==> src/tcr_defs.svh <==
// Address map, bit positions, reset values and mode codes of the timer register block.
`ifndef TCR_DEFS_SVH
`define TCR_DEFS_SVH

// ----------------------------------------------------------------
// I/O address map
// ----------------------------------------------------------------
`define TCR_GRP_BIT    5
`define TCR_TSEL_BIT   4
`define TCR_PAIR_CNT   3'h0
`define TCR_PAIR_CMPA  3'h1
`define TCR_PAIR_CAP   3'h4
`define TCR_PAIR_FORCE 3'h5
`define TCR_ADDR_MASK  6'h20
`define TCR_ADDR_EMASK 6'h21
`define TCR_ADDR_FLAGS 6'h22
`define TCR_ADDR_EFLAG 6'h23

// ----------------------------------------------------------------
// Bit positions
// ----------------------------------------------------------------
`define TCR_FOC_A      7
`define TCR_T1_CAP     5
`define TCR_T1_CMPA    4
`define TCR_T1_CMPB    3
`define TCR_T1_OVF     2
`define TCR_T3_CAP     5
`define TCR_T3_CMPA    4
`define TCR_T3_CMPB    3
`define TCR_T3_OVF     2
`define TCR_T3_CMPC    1
`define TCR_T1_CMPC    0
`define TCR_FLAG_IMPL  8'h3C
`define TCR_EFLAG_IMPL 8'h3F
`define TCR_EMASK_W    6

// ----------------------------------------------------------------
// Reset values and constants
// ----------------------------------------------------------------
`define TCR_RST8       8'h00
`define TCR_RST16      16'h0000
`define TCR_MAX        16'hFFFF
`define TCR_ONE16      16'h0001

// ----------------------------------------------------------------
// Waveform modes and compare output actions
// ----------------------------------------------------------------
`define TCR_MODE_NORM  4'h0
`define TCR_MODE_CTCA  4'h4
`define TCR_MODE_PFCI  4'h8
`define TCR_MODE_PCI   4'hA
`define TCR_MODE_CTCI  4'hC
`define TCR_MODE_FSTI  4'hE
`define TCR_COM_OFF    2'h0
`define TCR_COM_TOG    2'h1
`define TCR_COM_CLR    2'h2
`define TCR_COM_SET    2'h3

`endif

==> src/tcr_pkg.sv <==
// Types shared by the timer register block.
package tcr_pkg;

  typedef struct packed {
    logic [3:0]      waveformModeSel;
    logic [2:0][1:0] compareOutputAction;
    logic            captureEdgeRise;
    logic            captureFromComparator;
  } tcr_cfg_t;

  typedef struct packed {
    logic       capture;
    logic       overflow;
    logic [2:0] match;
  } tcr_evt_t;

endpackage

==> src/tcr_wave_chan.sv <==
// One compare output channel: applies a match or a forced match to its pin.
`timescale 1ns/1ns
`include "tcr_defs.svh"

module tcr_wave_chan (
  input  wire logic       clk,
  input  wire logic       sys_rst,
  input  wire logic       match,
  input  wire logic       force_cmp,
  input  wire logic [1:0] compareOutputAction,
  output logic            compareOutputPin,
  output logic            compareOutputOe
);

  logic pin_r;
  logic pin_nxt;

  always_comb begin
    pin_nxt = pin_r;
    if (match | force_cmp) begin
      case (compareOutputAction)
        `TCR_COM_TOG: pin_nxt = ~pin_r;
        `TCR_COM_CLR: pin_nxt = 1'b0;
        `TCR_COM_SET: pin_nxt = 1'b1;
        default:      pin_nxt = pin_r;
      endcase
    end
  end

  always_ff @(posedge clk) begin
    if (sys_rst) begin
      pin_r <= 1'b0;
    end else begin
      pin_r <= pin_nxt;
    end
  end

  assign compareOutputPin = pin_r;
  // The pin is only claimed while an action is selected.
  assign compareOutputOe  = (compareOutputAction != `TCR_COM_OFF);

endmodule

==> src/tcr_timer_unit.sv <==
// One 16-bit timer: counter, three compare values, capture value and event pulses.
`timescale 1ns/1ns
`include "tcr_defs.svh"

module tcr_timer_unit #(
  parameter bit HAS_COMPARATOR = 1'b1
) (
  input  wire logic                clk,
  input  wire logic                sys_rst,
  input  wire logic                timerTick,
  input  wire tcr_pkg::tcr_cfg_t   cfg,
  input  wire logic                capture_input_pin,
  input  wire logic                comparatorOut,
  input  wire logic                wrCounter,
  input  wire logic [2:0]          wrCompare,
  input  wire logic                wrCapture,
  input  wire logic [15:0]         wrData,
  output logic [15:0]              counter_value,
  output logic [2:0][15:0]         compare_value,
  output logic [15:0]              capture_value,
  output tcr_pkg::tcr_evt_t        evt
);

  logic [15:0]      cnt_r, cnt_nxt, cap_r, cap_nxt, top;
  logic [2:0][15:0] cmp_r, cmp_nxt;
  logic             blk_r, blk_nxt, src_r, src_nxt;
  logic             capTop, src, edgeSeen, atTop, wrapBlocked;

  // ----------------------------------------------------------------
  // Top selection and events
  // ----------------------------------------------------------------
  always_comb begin
    case (cfg.waveformModeSel)
      `TCR_MODE_PFCI, `TCR_MODE_PCI,
      `TCR_MODE_CTCI, `TCR_MODE_FSTI: capTop = 1'b1;
      default:                        capTop = 1'b0;
    endcase
  end

  assign top = capTop ? cap_r :
               (cfg.waveformModeSel == `TCR_MODE_CTCA) ? cmp_r[0] : `TCR_MAX;
  assign atTop = (cnt_r == top);
  assign src = (HAS_COMPARATOR && cfg.captureFromComparator) ? comparatorOut :
               capture_input_pin;
  assign edgeSeen = cfg.captureEdgeRise ? (src & ~src_r) : (~src & src_r);
  // A write to the counter also cancels the compare-driven wrap in CLEAR_ON_COMPARE_MODE on channel A.
  assign wrapBlocked = blk_r & (cfg.waveformModeSel == `TCR_MODE_CTCA);

  generate
    for (genvar i = 0; i < 3; i++) begin : g_match
      assign evt.match[i] = timerTick & ~blk_r & (cnt_r == cmp_r[i]);
    end
  endgenerate

  assign evt.overflow = timerTick & (cnt_r == `TCR_MAX);
  // With the capture value as top, the pin is disconnected and top sets the flag.
  assign evt.capture  = capTop ? (timerTick & atTop) : edgeSeen;

  // ----------------------------------------------------------------
  // State
  // ----------------------------------------------------------------
  always_comb begin
    cnt_nxt = cnt_r;
    cmp_nxt = cmp_r;
    cap_nxt = cap_r;
    blk_nxt = blk_r;
    src_nxt = src;
    if (timerTick) begin
      blk_nxt = 1'b0;
      cnt_nxt = (atTop && !wrapBlocked) ? `TCR_RST16 : cnt_r + `TCR_ONE16;
    end
    if (edgeSeen && !capTop) begin
      cap_nxt = cnt_r;
    end
    if (wrCounter) begin
      cnt_nxt = wrData;
      blk_nxt = 1'b1;
    end
    for (int i = 0; i < 3; i++) begin
      if (wrCompare[i]) begin
        cmp_nxt[i] = wrData;
      end
    end
    if (wrCapture) begin
      cap_nxt = wrData;
    end
  end

  always_ff @(posedge clk) begin
    if (sys_rst) begin
      cnt_r <= `TCR_RST16;
      cmp_r <= {3{`TCR_RST16}};
      cap_r <= `TCR_RST16;
      blk_r <= 1'b0;
      src_r <= 1'b0;
    end else begin
      cnt_r <= cnt_nxt;
      cmp_r <= cmp_nxt;
      cap_r <= cap_nxt;
      blk_r <= blk_nxt;
      src_r <= src_nxt;
    end
  end

  assign counter_value = cnt_r;
  assign compare_value = cmp_r;
  assign capture_value = cap_r;

endmodule

==> src/tcr_timer16_regs.sv <==
// Register block of the two 16-bit timers: byte access, shared high-byte latch, flags, masks.
`timescale 1ns/1ns
`include "tcr_defs.svh"

// Notes on behaviour
// - Force strobes ignored outside non-PWM modes
// - Force strobe applies channel output action now
// - Force strobe raises no flag, no clear
// - Force bits always read back zero
// - Force A, B, C at bits 7,6,5
// - Counter reachable as two bytes, shared latch
// - Counter write blocks next tick's compare match
// - Compare values compared with counter continuously
// - Compare writes commit both bytes together
// - Capture loads counter on pin event, or comparator event on timer 1 only
// - Capture value serves as top when selected
// - Capture reads take both bytes from one value
// - Request needs enable, global enable and flag
// - Timer 1 enables at mask bits 5..2
// - Extended mask: timer 3 bits 5..1, bit 0
// - Extended mask absent in legacy mode
// - Compare flag set after match, never forced
// - Flags clear on vector or written one
// - Non-PWM modes are 0, 4 and 12

module tcr_timer16_regs (
  input  wire logic                    clk,
  input  wire logic                    sys_rst,
  input  wire logic [5:0]              ioAddr,
  input  wire logic [7:0]              ioWrData,
  input  wire logic                    ioWe,
  input  wire logic                    ioRe,
  output logic [7:0]                   ioRdData,
  input  wire tcr_pkg::tcr_cfg_t [1:0] timerCfg,
  input  wire logic [1:0]              timerTick,
  input  wire logic [1:0]              capture_input_pin,
  input  wire logic                    comparatorOut,
  input  wire logic                    globalIrqEn,
  input  wire logic                    legacyMode,
  input  wire logic [7:0]              vectorAckFlags,
  input  wire logic [7:0]              vectorAckExtFlags,
  output logic [7:0]                   irqReqFlags,
  output logic [7:0]                   irqReqExtFlags,
  output logic [5:0]                   compare_output_pin,
  output logic [5:0]                   compareOutputOe
);

  // ----------------------------------------------------------------
  // Decoding helpers
  // ----------------------------------------------------------------
  // Force strobes only act in the modes without PWM.
  function automatic logic nonPwm(input logic [3:0] mode);
    nonPwm = (mode == `TCR_MODE_NORM) || (mode == `TCR_MODE_CTCA) ||
             (mode == `TCR_MODE_CTCI);
  endfunction

  function automatic logic isWordPair(input logic [5:0] a);
    isWordPair = !a[`TCR_GRP_BIT] && (a[3:1] <= `TCR_PAIR_CAP);
  endfunction

  function automatic logic isForceReg(input logic [5:0] a);
    isForceReg = !a[`TCR_GRP_BIT] && (a[3:0] == {`TCR_PAIR_FORCE, 1'b0});
  endfunction

  function automatic logic [15:0] pickWord(
    input logic [2:0]       pair,
    input logic [15:0]      c,
    input logic [2:0][15:0] m,
    input logic [15:0]      cp
  );
    case (pair)
      `TCR_PAIR_CNT: pickWord = c;
      `TCR_PAIR_CAP: pickWord = cp;
      default:       pickWord = m[2'(pair - `TCR_PAIR_CMPA)];
    endcase
  endfunction

  // ----------------------------------------------------------------
  // Register state
  // ----------------------------------------------------------------
  logic [7:0]               temp_r, temp_nxt;
  logic [7:0]               rd_r, rd_nxt;
  logic [7:0]               mask_r, mask_nxt;
  logic [`TCR_EMASK_W-1:0]  emask_r, emask_nxt;
  logic [7:0]               flag_r, flag_nxt;
  logic [7:0]               eflag_r, eflag_nxt;

  logic [1:0][15:0]         cntV, capV;
  logic [1:0][2:0][15:0]    cmpV;
  tcr_pkg::tcr_evt_t [1:0]  evt;
  logic [1:0]               wrLow;
  logic [1:0][2:0]          forceV;
  logic [7:0]               flagSet, eflagSet, flagClr, eflagClr;
  logic [15:0]              wrWord;
  logic                     tsel;

  assign tsel   = ioAddr[`TCR_TSEL_BIT];
  assign wrWord = {temp_r, ioWrData};

  // ----------------------------------------------------------------
  // Timers and their compare channels
  // ----------------------------------------------------------------
  generate
    for (genvar t = 0; t < 2; t++) begin : g_timer
      logic [2:0] wrCmp;

      assign wrLow[t] = ioWe && isWordPair(ioAddr) && (tsel == t) && !ioAddr[0];

      for (genvar i = 0; i < 3; i++) begin : g_chan
        assign wrCmp[i] = wrLow[t] && (ioAddr[3:1] == 3'(`TCR_PAIR_CMPA + i));
        // Strobes reach the output only, never the flags or the counter.
        assign forceV[t][i] = ioWe && isForceReg(ioAddr) && (tsel == t) &&
                              nonPwm(timerCfg[t].waveformModeSel) &&
                              ioWrData[`TCR_FOC_A - i];

        tcr_wave_chan u_chan (
          .clk                 (clk),
          .sys_rst             (sys_rst),
          .match               (evt[t].match[i]),
          .force_cmp           (forceV[t][i]),
          .compareOutputAction (timerCfg[t].compareOutputAction[i]),
          .compareOutputPin    (compare_output_pin[t*3+i]),
          .compareOutputOe     (compareOutputOe[t*3+i])
        );
      end

      tcr_timer_unit #(
        .HAS_COMPARATOR (t == 0)
      ) u_timer (
        .clk               (clk),
        .sys_rst           (sys_rst),
        .timerTick         (timerTick[t]),
        .cfg               (timerCfg[t]),
        .capture_input_pin (capture_input_pin[t]),
        .comparatorOut     (comparatorOut),
        .wrCounter         (wrLow[t] && (ioAddr[3:1] == `TCR_PAIR_CNT)),
        .wrCompare         (wrCmp),
        .wrCapture         (wrLow[t] && (ioAddr[3:1] == `TCR_PAIR_CAP)),
        .wrData            (wrWord),
        .counter_value     (cntV[t]),
        .compare_value     (cmpV[t]),
        .capture_value     (capV[t]),
        .evt               (evt[t])
      );
    end
  endgenerate

  // ----------------------------------------------------------------
  // Flag sources
  // ----------------------------------------------------------------
  // Matches are sampled on the tick, so a flag shows in the cycle after the match.
  always_comb begin
    flagSet                  = `TCR_RST8;
    flagSet[`TCR_T1_CAP]     = evt[0].capture;
    flagSet[`TCR_T1_CMPA]    = evt[0].match[0];
    flagSet[`TCR_T1_CMPB]    = evt[0].match[1];
    flagSet[`TCR_T1_OVF]     = evt[0].overflow;
    eflagSet                 = `TCR_RST8;
    eflagSet[`TCR_T3_CAP]    = evt[1].capture;
    eflagSet[`TCR_T3_CMPA]   = evt[1].match[0];
    eflagSet[`TCR_T3_CMPB]   = evt[1].match[1];
    eflagSet[`TCR_T3_OVF]    = evt[1].overflow;
    eflagSet[`TCR_T3_CMPC]   = evt[1].match[2];
    eflagSet[`TCR_T1_CMPC]   = evt[0].match[2];
  end

  assign flagClr  = vectorAckFlags |
                    ((ioWe && ioAddr == `TCR_ADDR_FLAGS) ? ioWrData : `TCR_RST8);
  assign eflagClr = vectorAckExtFlags |
                    ((ioWe && ioAddr == `TCR_ADDR_EFLAG) ? ioWrData : `TCR_RST8);

  // ----------------------------------------------------------------
  // Register access
  // ----------------------------------------------------------------
  always_comb begin
    logic [15:0] w;
    w         = pickWord(ioAddr[3:1], cntV[tsel], cmpV[tsel], capV[tsel]);
    temp_nxt  = temp_r;
    rd_nxt    = rd_r;
    mask_nxt  = mask_r;
    emask_nxt = emask_r;
    // A new event wins over a clear landing in the same cycle.
    flag_nxt  = ((flag_r & ~flagClr) | flagSet) & `TCR_FLAG_IMPL;
    eflag_nxt = ((eflag_r & ~eflagClr) | eflagSet) & `TCR_EFLAG_IMPL;

    if (ioRe) begin
      rd_nxt = `TCR_RST8;
      if (isWordPair(ioAddr)) begin
        if (!ioAddr[0]) begin
          rd_nxt   = w[7:0];
          temp_nxt = w[15:8];
        end else begin
          rd_nxt = temp_r;
        end
      end else begin
        case (ioAddr)
          `TCR_ADDR_MASK:  rd_nxt = mask_r;
          `TCR_ADDR_EMASK: rd_nxt = legacyMode ? `TCR_RST8 : {2'b00, emask_r};
          `TCR_ADDR_FLAGS: rd_nxt = flag_r;
          `TCR_ADDR_EFLAG: rd_nxt = eflag_r;
          default:         rd_nxt = `TCR_RST8;
        endcase
      end
    end

    if (ioWe) begin
      if (isWordPair(ioAddr) && ioAddr[0]) begin
        temp_nxt = ioWrData;
      end
      if (ioAddr == `TCR_ADDR_MASK) begin
        mask_nxt = ioWrData;
      end
      if (ioAddr == `TCR_ADDR_EMASK && !legacyMode) begin
        emask_nxt = ioWrData[`TCR_EMASK_W-1:0];
      end
    end
  end

  always_ff @(posedge clk) begin
    if (sys_rst) begin
      temp_r  <= `TCR_RST8;
      rd_r    <= `TCR_RST8;
      mask_r  <= `TCR_RST8;
      emask_r <= '0;
      flag_r  <= `TCR_RST8;
      eflag_r <= `TCR_RST8;
    end else begin
      temp_r  <= temp_nxt;
      rd_r    <= rd_nxt;
      mask_r  <= mask_nxt;
      emask_r <= emask_nxt;
      flag_r  <= flag_nxt;
      eflag_r <= eflag_nxt;
    end
  end

  // ----------------------------------------------------------------
  // Interrupt requests
  // ----------------------------------------------------------------
  // Bits of the shared mask that belong to the 8-bit timers are stored but gate nothing here.
  assign irqReqFlags    = flag_r & mask_r & {8{globalIrqEn}} & `TCR_FLAG_IMPL;
  assign irqReqExtFlags = eflag_r & {2'b00, emask_r} &
                          {8{globalIrqEn && !legacyMode}};
  assign ioRdData       = rd_r;

endmodule

==> config.mk <==
export PLATFORM = sky130hd
export DESIGN_NAME = tcr_timer16_regs
export DESIGN_NICKNAME = d
export VERILOG_FILES = /design/src/tcr_pkg.sv /design/src/tcr_wave_chan.sv /design/src/tcr_timer_unit.sv /design/src/tcr_timer16_regs.sv
export VERILOG_INCLUDE_DIRS = /design/src
export SDC_FILE = /design/constraint.sdc
export NUM_CORES = 1
export LEC_CHECK = 0
export BUFFER_PORTS_ARGS = -buffer_cell sky130_fd_sc_hd__buf_2
export CAP_MARGIN = 20
export CORE_MARGIN = 10
export CORE_UTILIZATION = 55
export DETAILED_ROUTE_END_ITERATION = 8
export PLACE_DENSITY_LB_ADDON = 0.12
export SYNTH_ARGS = -nofsm -noshare
export SYNTH_HDL_FRONTEND = slang
export SYNTH_SLANG_ARGS = --single-unit
==> constraint.sdc <==
create_clock -name clk -period 2.67 [get_ports clk]
set_input_delay 0.1335 -clock clk [delete_from_list [all_inputs] [get_ports clk]]
set_output_delay 0.1335 -clock clk [all_outputs]
set_load 0.03 [all_outputs]
==> impl_metrics.csv <==
group,metric,value,unit
status,status,"finished, final reports clean",
global_routing,grt_overflow_total,0,
critical_path,criticalPathCategory,"flop to flop",
clocking,htree_levels,1,
pwr,leakage,6.77,nW
timing,rsz0062_at_grt,"no",
detailed_routing,via_count,13212,
global_routing,track_usage,30.4,%
floorplan,start_util,56.0,%
critical_path,critPathArrivalTime,2.99,ns
timing,relSlewSlack,38.7,%
critical_path,r2r_slack,0.09,ns
detailed_routing,via_per_inst,6.34,
floorplan,rows,57,
yosys,synth-seq-cells,210,
clocking,clk_path_buf_depth,3,
yosys,synth_top_cell_by_area,"dfxtp_1",
detailed_routing,drt_iter0_markers,1438,
placement,gp_congestion,0.971,
finish,fin_util,66.3,%
yosys,synth_top_area_share,30.8,%
critical_path,worst_setup_path_end_kind,"flop",
yosys,syn_avg_cell_area,8.44,um^2
clocking,tritoncts,"built",
finish,syn_to_final_growth,18.4,%
critical_path,cp-endpoint,"g_timer[0].u_timer.counter_value[10]",
critical_path,ff2ff_path_depth,10,
critical_path,cp_max_fo,7,
finish,n_antenna_cell,0,
placement,place_ws,-0.0808,ns
placement,numPortBuffers,87,
timing,clock.fmax,388,MHz
critical_path,critPathMaxStageDelay,0.52,ns
clocking,cts.sinks,210,
clocking,cts_buffers,25,
yosys,synthArstFlopShare,0,%
timing,worst_pin_slew,0.919,ns
critical_path,crit_top_cell,"buf_4",
global_routing,antenna_found_initial,0,
yosys,synthCells,1619,
placement,dp_hpwl,35.6,mm
yosys,synth-edff-count,0,
floorplan,fp.coreArea,0.0244,mm^2
finish,multi_input_area,0.00876,mm^2
critical_path,worstSetupStartpoint,"g_timer[0].u_timer.compare_value[4]",
job,maxCapViolCount,0,
global_routing,grt_pass1_vias,12629,
floorplan,die-area,0.0315,mm^2
timing,skew,0.0289,ns
global_routing,grt_max_degree,157,
critical_path,critPathLaunchType,"flop",
floorplan,die_y,178,um
timing,hold_viol,0,
finish,fin_nets,1811,
timing,finalCritPeriodShare,96.6,%
detailed_routing,wirelength,49.9,mm
yosys,mappedNetlistArea,0.0137,mm^2
clocking,worstSkewPairLatency,0.54,ns
clocking,cts_root_buf,"clkbuf_16",
yosys,yosysSeqAreaShare,30.8,%
global_routing,grt_pass1_wl,75.0,mm
yosys,ys_types,72,
yosys,synth_area_leaders,"dfxtp_1 (31%), mux2i_1 (10%), nor2_1 (6.2%)",
pwr,peakVddDrop,496,uV
critical_path,rr_endpoint,"g_timer[0].u_timer.counter_value[10]",
detailed_routing,drt_pass1_iterations,5,
pwr,power_density,480,mW/mm^2
floorplan,die_w,178,um
finish,drive_above_1_share,22.3,%
critical_path,path_cells,"nor4b_1 -> nor2_1 -> nor3_1 -> a211oi_1 -> or4_1 -> nor3_2 -> buf_4 -> buf_4 -> o21ai_1 -> a22o_1",
detailed_routing,wl_per_cell,23.9,um
detailed_routing,ant_nets,0,
finish,nFillCells,2067,
timing,layout_setup_ws,0.0919,ns
floorplan,num_io_pins,101,
critical_path,cp.required,3.08,ns
timing,fin_crit,2.58,ns
finish,layout_commonest_cell,"nor2_1",
yosys,ys_warn_count,0,
critical_path,r2r_start,"g_timer[0].u_timer.compare_value[4]",
clocking,cts.reportedPaths.clkPinSlew,0.06,ns
detailed_routing,post-route-drc-count,0,
finish,final_cell_mix,"nor2_1 (224), dfxtp_1 (208), mux2i_1 (139)",
min_path,hold_depth,4,
min_path,hold_class,"primary input to flop",
yosys,synthFlopType,"dfxtp_1",
timing,slew_violations,0,
critical_path,cp_slowest_cell,"or4_1",
finish,regArea,0.00421,mm^2
timing,setup_violations,0,
worst min-delay path by stage:
| stage | from | to | slack (ns) |
|---|---|---|---|
| after floorplan | capture_input_pin[1] | g_timer[1].u_timer.src_r | 0.26 |
| after global placement | capture_input_pin[1] | g_timer[1].u_timer.src_r | 0.38 |
| after detailed placement | capture_input_pin[1] | g_timer[1].u_timer.src_r | 0.39 |
| after CTS | timerCfg[2] | g_timer[0].g_chan[0].u_chan.compareOutputPin | 0.00006 |
| after global routing | timerCfg[2] | g_timer[0].g_chan[0].u_chan.compareOutputPin | 0.02 |
| final | timerCfg[2] | g_timer[0].g_chan[0].u_chan.compareOutputPin | 0.009 |
per-stage QoR:
stage | TNS, ns | power [mW] | instances | cell area (um^2) | hold WS, ns
detailed placement | -0.473 | 4.21 | 2007 | 14900 | 0.387
global placement | -0.0734 | 4.19 | 2007 | 14900 | 0.382
global route | 0 | 7.97 | 2083 | 16200 | 0.0205
CTS | 0 | 7.74 | 2080 | 16100 | 0.0000632
finish | 0 | 7.77 | 2083 | 16200 | 0.00869
floorplan | 0 | 3.88 | 1624 | 13700 | 0.262
synthesized netlist by cell type (all sizes together) (19+ instances only):
cell and number:
a211oi 52, a21oi 64, a22oi 25, and3 24, buf 63, clkbuf 107, dfxtp 210, inv 19
mux2i 139, mux4 32, nand2 94, nand2b 21, nand3 35, nand4 22, nor2 224, nor2b 30
nor3 31, nor3b 27, o21ai 44, o22ai 20, or2 22, xnor2 81, xor2 55
power by group:
part / internal, mW / switching, mW
sequential: 3.18 / 0.0666
clock: 2.12 / 1.43
combinational: 0.363 / 0.608
total: 5.67 / 2.10
worst max-delay path, delay by kind of cell, from the launching register on:
family                 cells  cell delay [ns]
AND/OR/NAND/NOR            5             1.50
buffers and inverters      2             0.30
AO/OA/AOI/OAI              3             0.34
flip-flops                 1             0.32
kinds of logic (layout without fill, tap and decap cells):
logic type | after synthesis | count (layout) | synth area share (%)
AND/OR/NAND/NOR | 606 | 606 | 22.7
AO/OA/AOI/OAI | 283 | 283 | 14.1
multiplexers | 188 | 188 | 16.9
XOR/XNOR | 136 | 136 | 8.72
adder cells (fa/ha/maj) | 6 | 6 | 0.549
buffers and inverters | 189 | 324 | 6.19
other | 1 | 6 | 0.0274
flip-flops | 210 | 210 | 30.8
registers in the layout, summed over array words and instances, names as in the netlist, 6 cells and up:
signal,flops
mask_r,8
temp_r,8
g_timer.u_timer.counter_value,32
g_timer.u_timer.capture_value,32
g_timer.g_chan.u_chan.compareOutputPin,6
emask_r,6
eflag_r,6
g_timer.u_timer.compare_value,96
ioRdData,8
final cells by class:
class                   instances  share of cell area (%)
clock buffers                  33                    4.30
clock inverters                13                   0.928
multi-input cells            1225                    54.2
inverters                      19                   0.441
repair buffers                259                    11.7
flip-flops and latches        210                    26.0
well taps                     324                    2.51
routing by layer:
layer  up-vias  global-route usage, %  wire (um)  share of wire, %
li1       6020                      -          -                 -
met2       685                   48.7      22800                46
met3       122                   4.80       4440               8.9
met5         -                      0          0                 0
met1      6385                   39.8      20200                41
met4         0                   13.6       2400               4.8
timing repair:
item	CTS	global route
hold buffers	27	0
buffers inserted	0	3
resized for setup	1	18
hold endpoints to repair	32	0
endpoints found under the setup margin	1	18
pin swaps	0	2
Note: power is estimated with default switching activity, not from simulation.
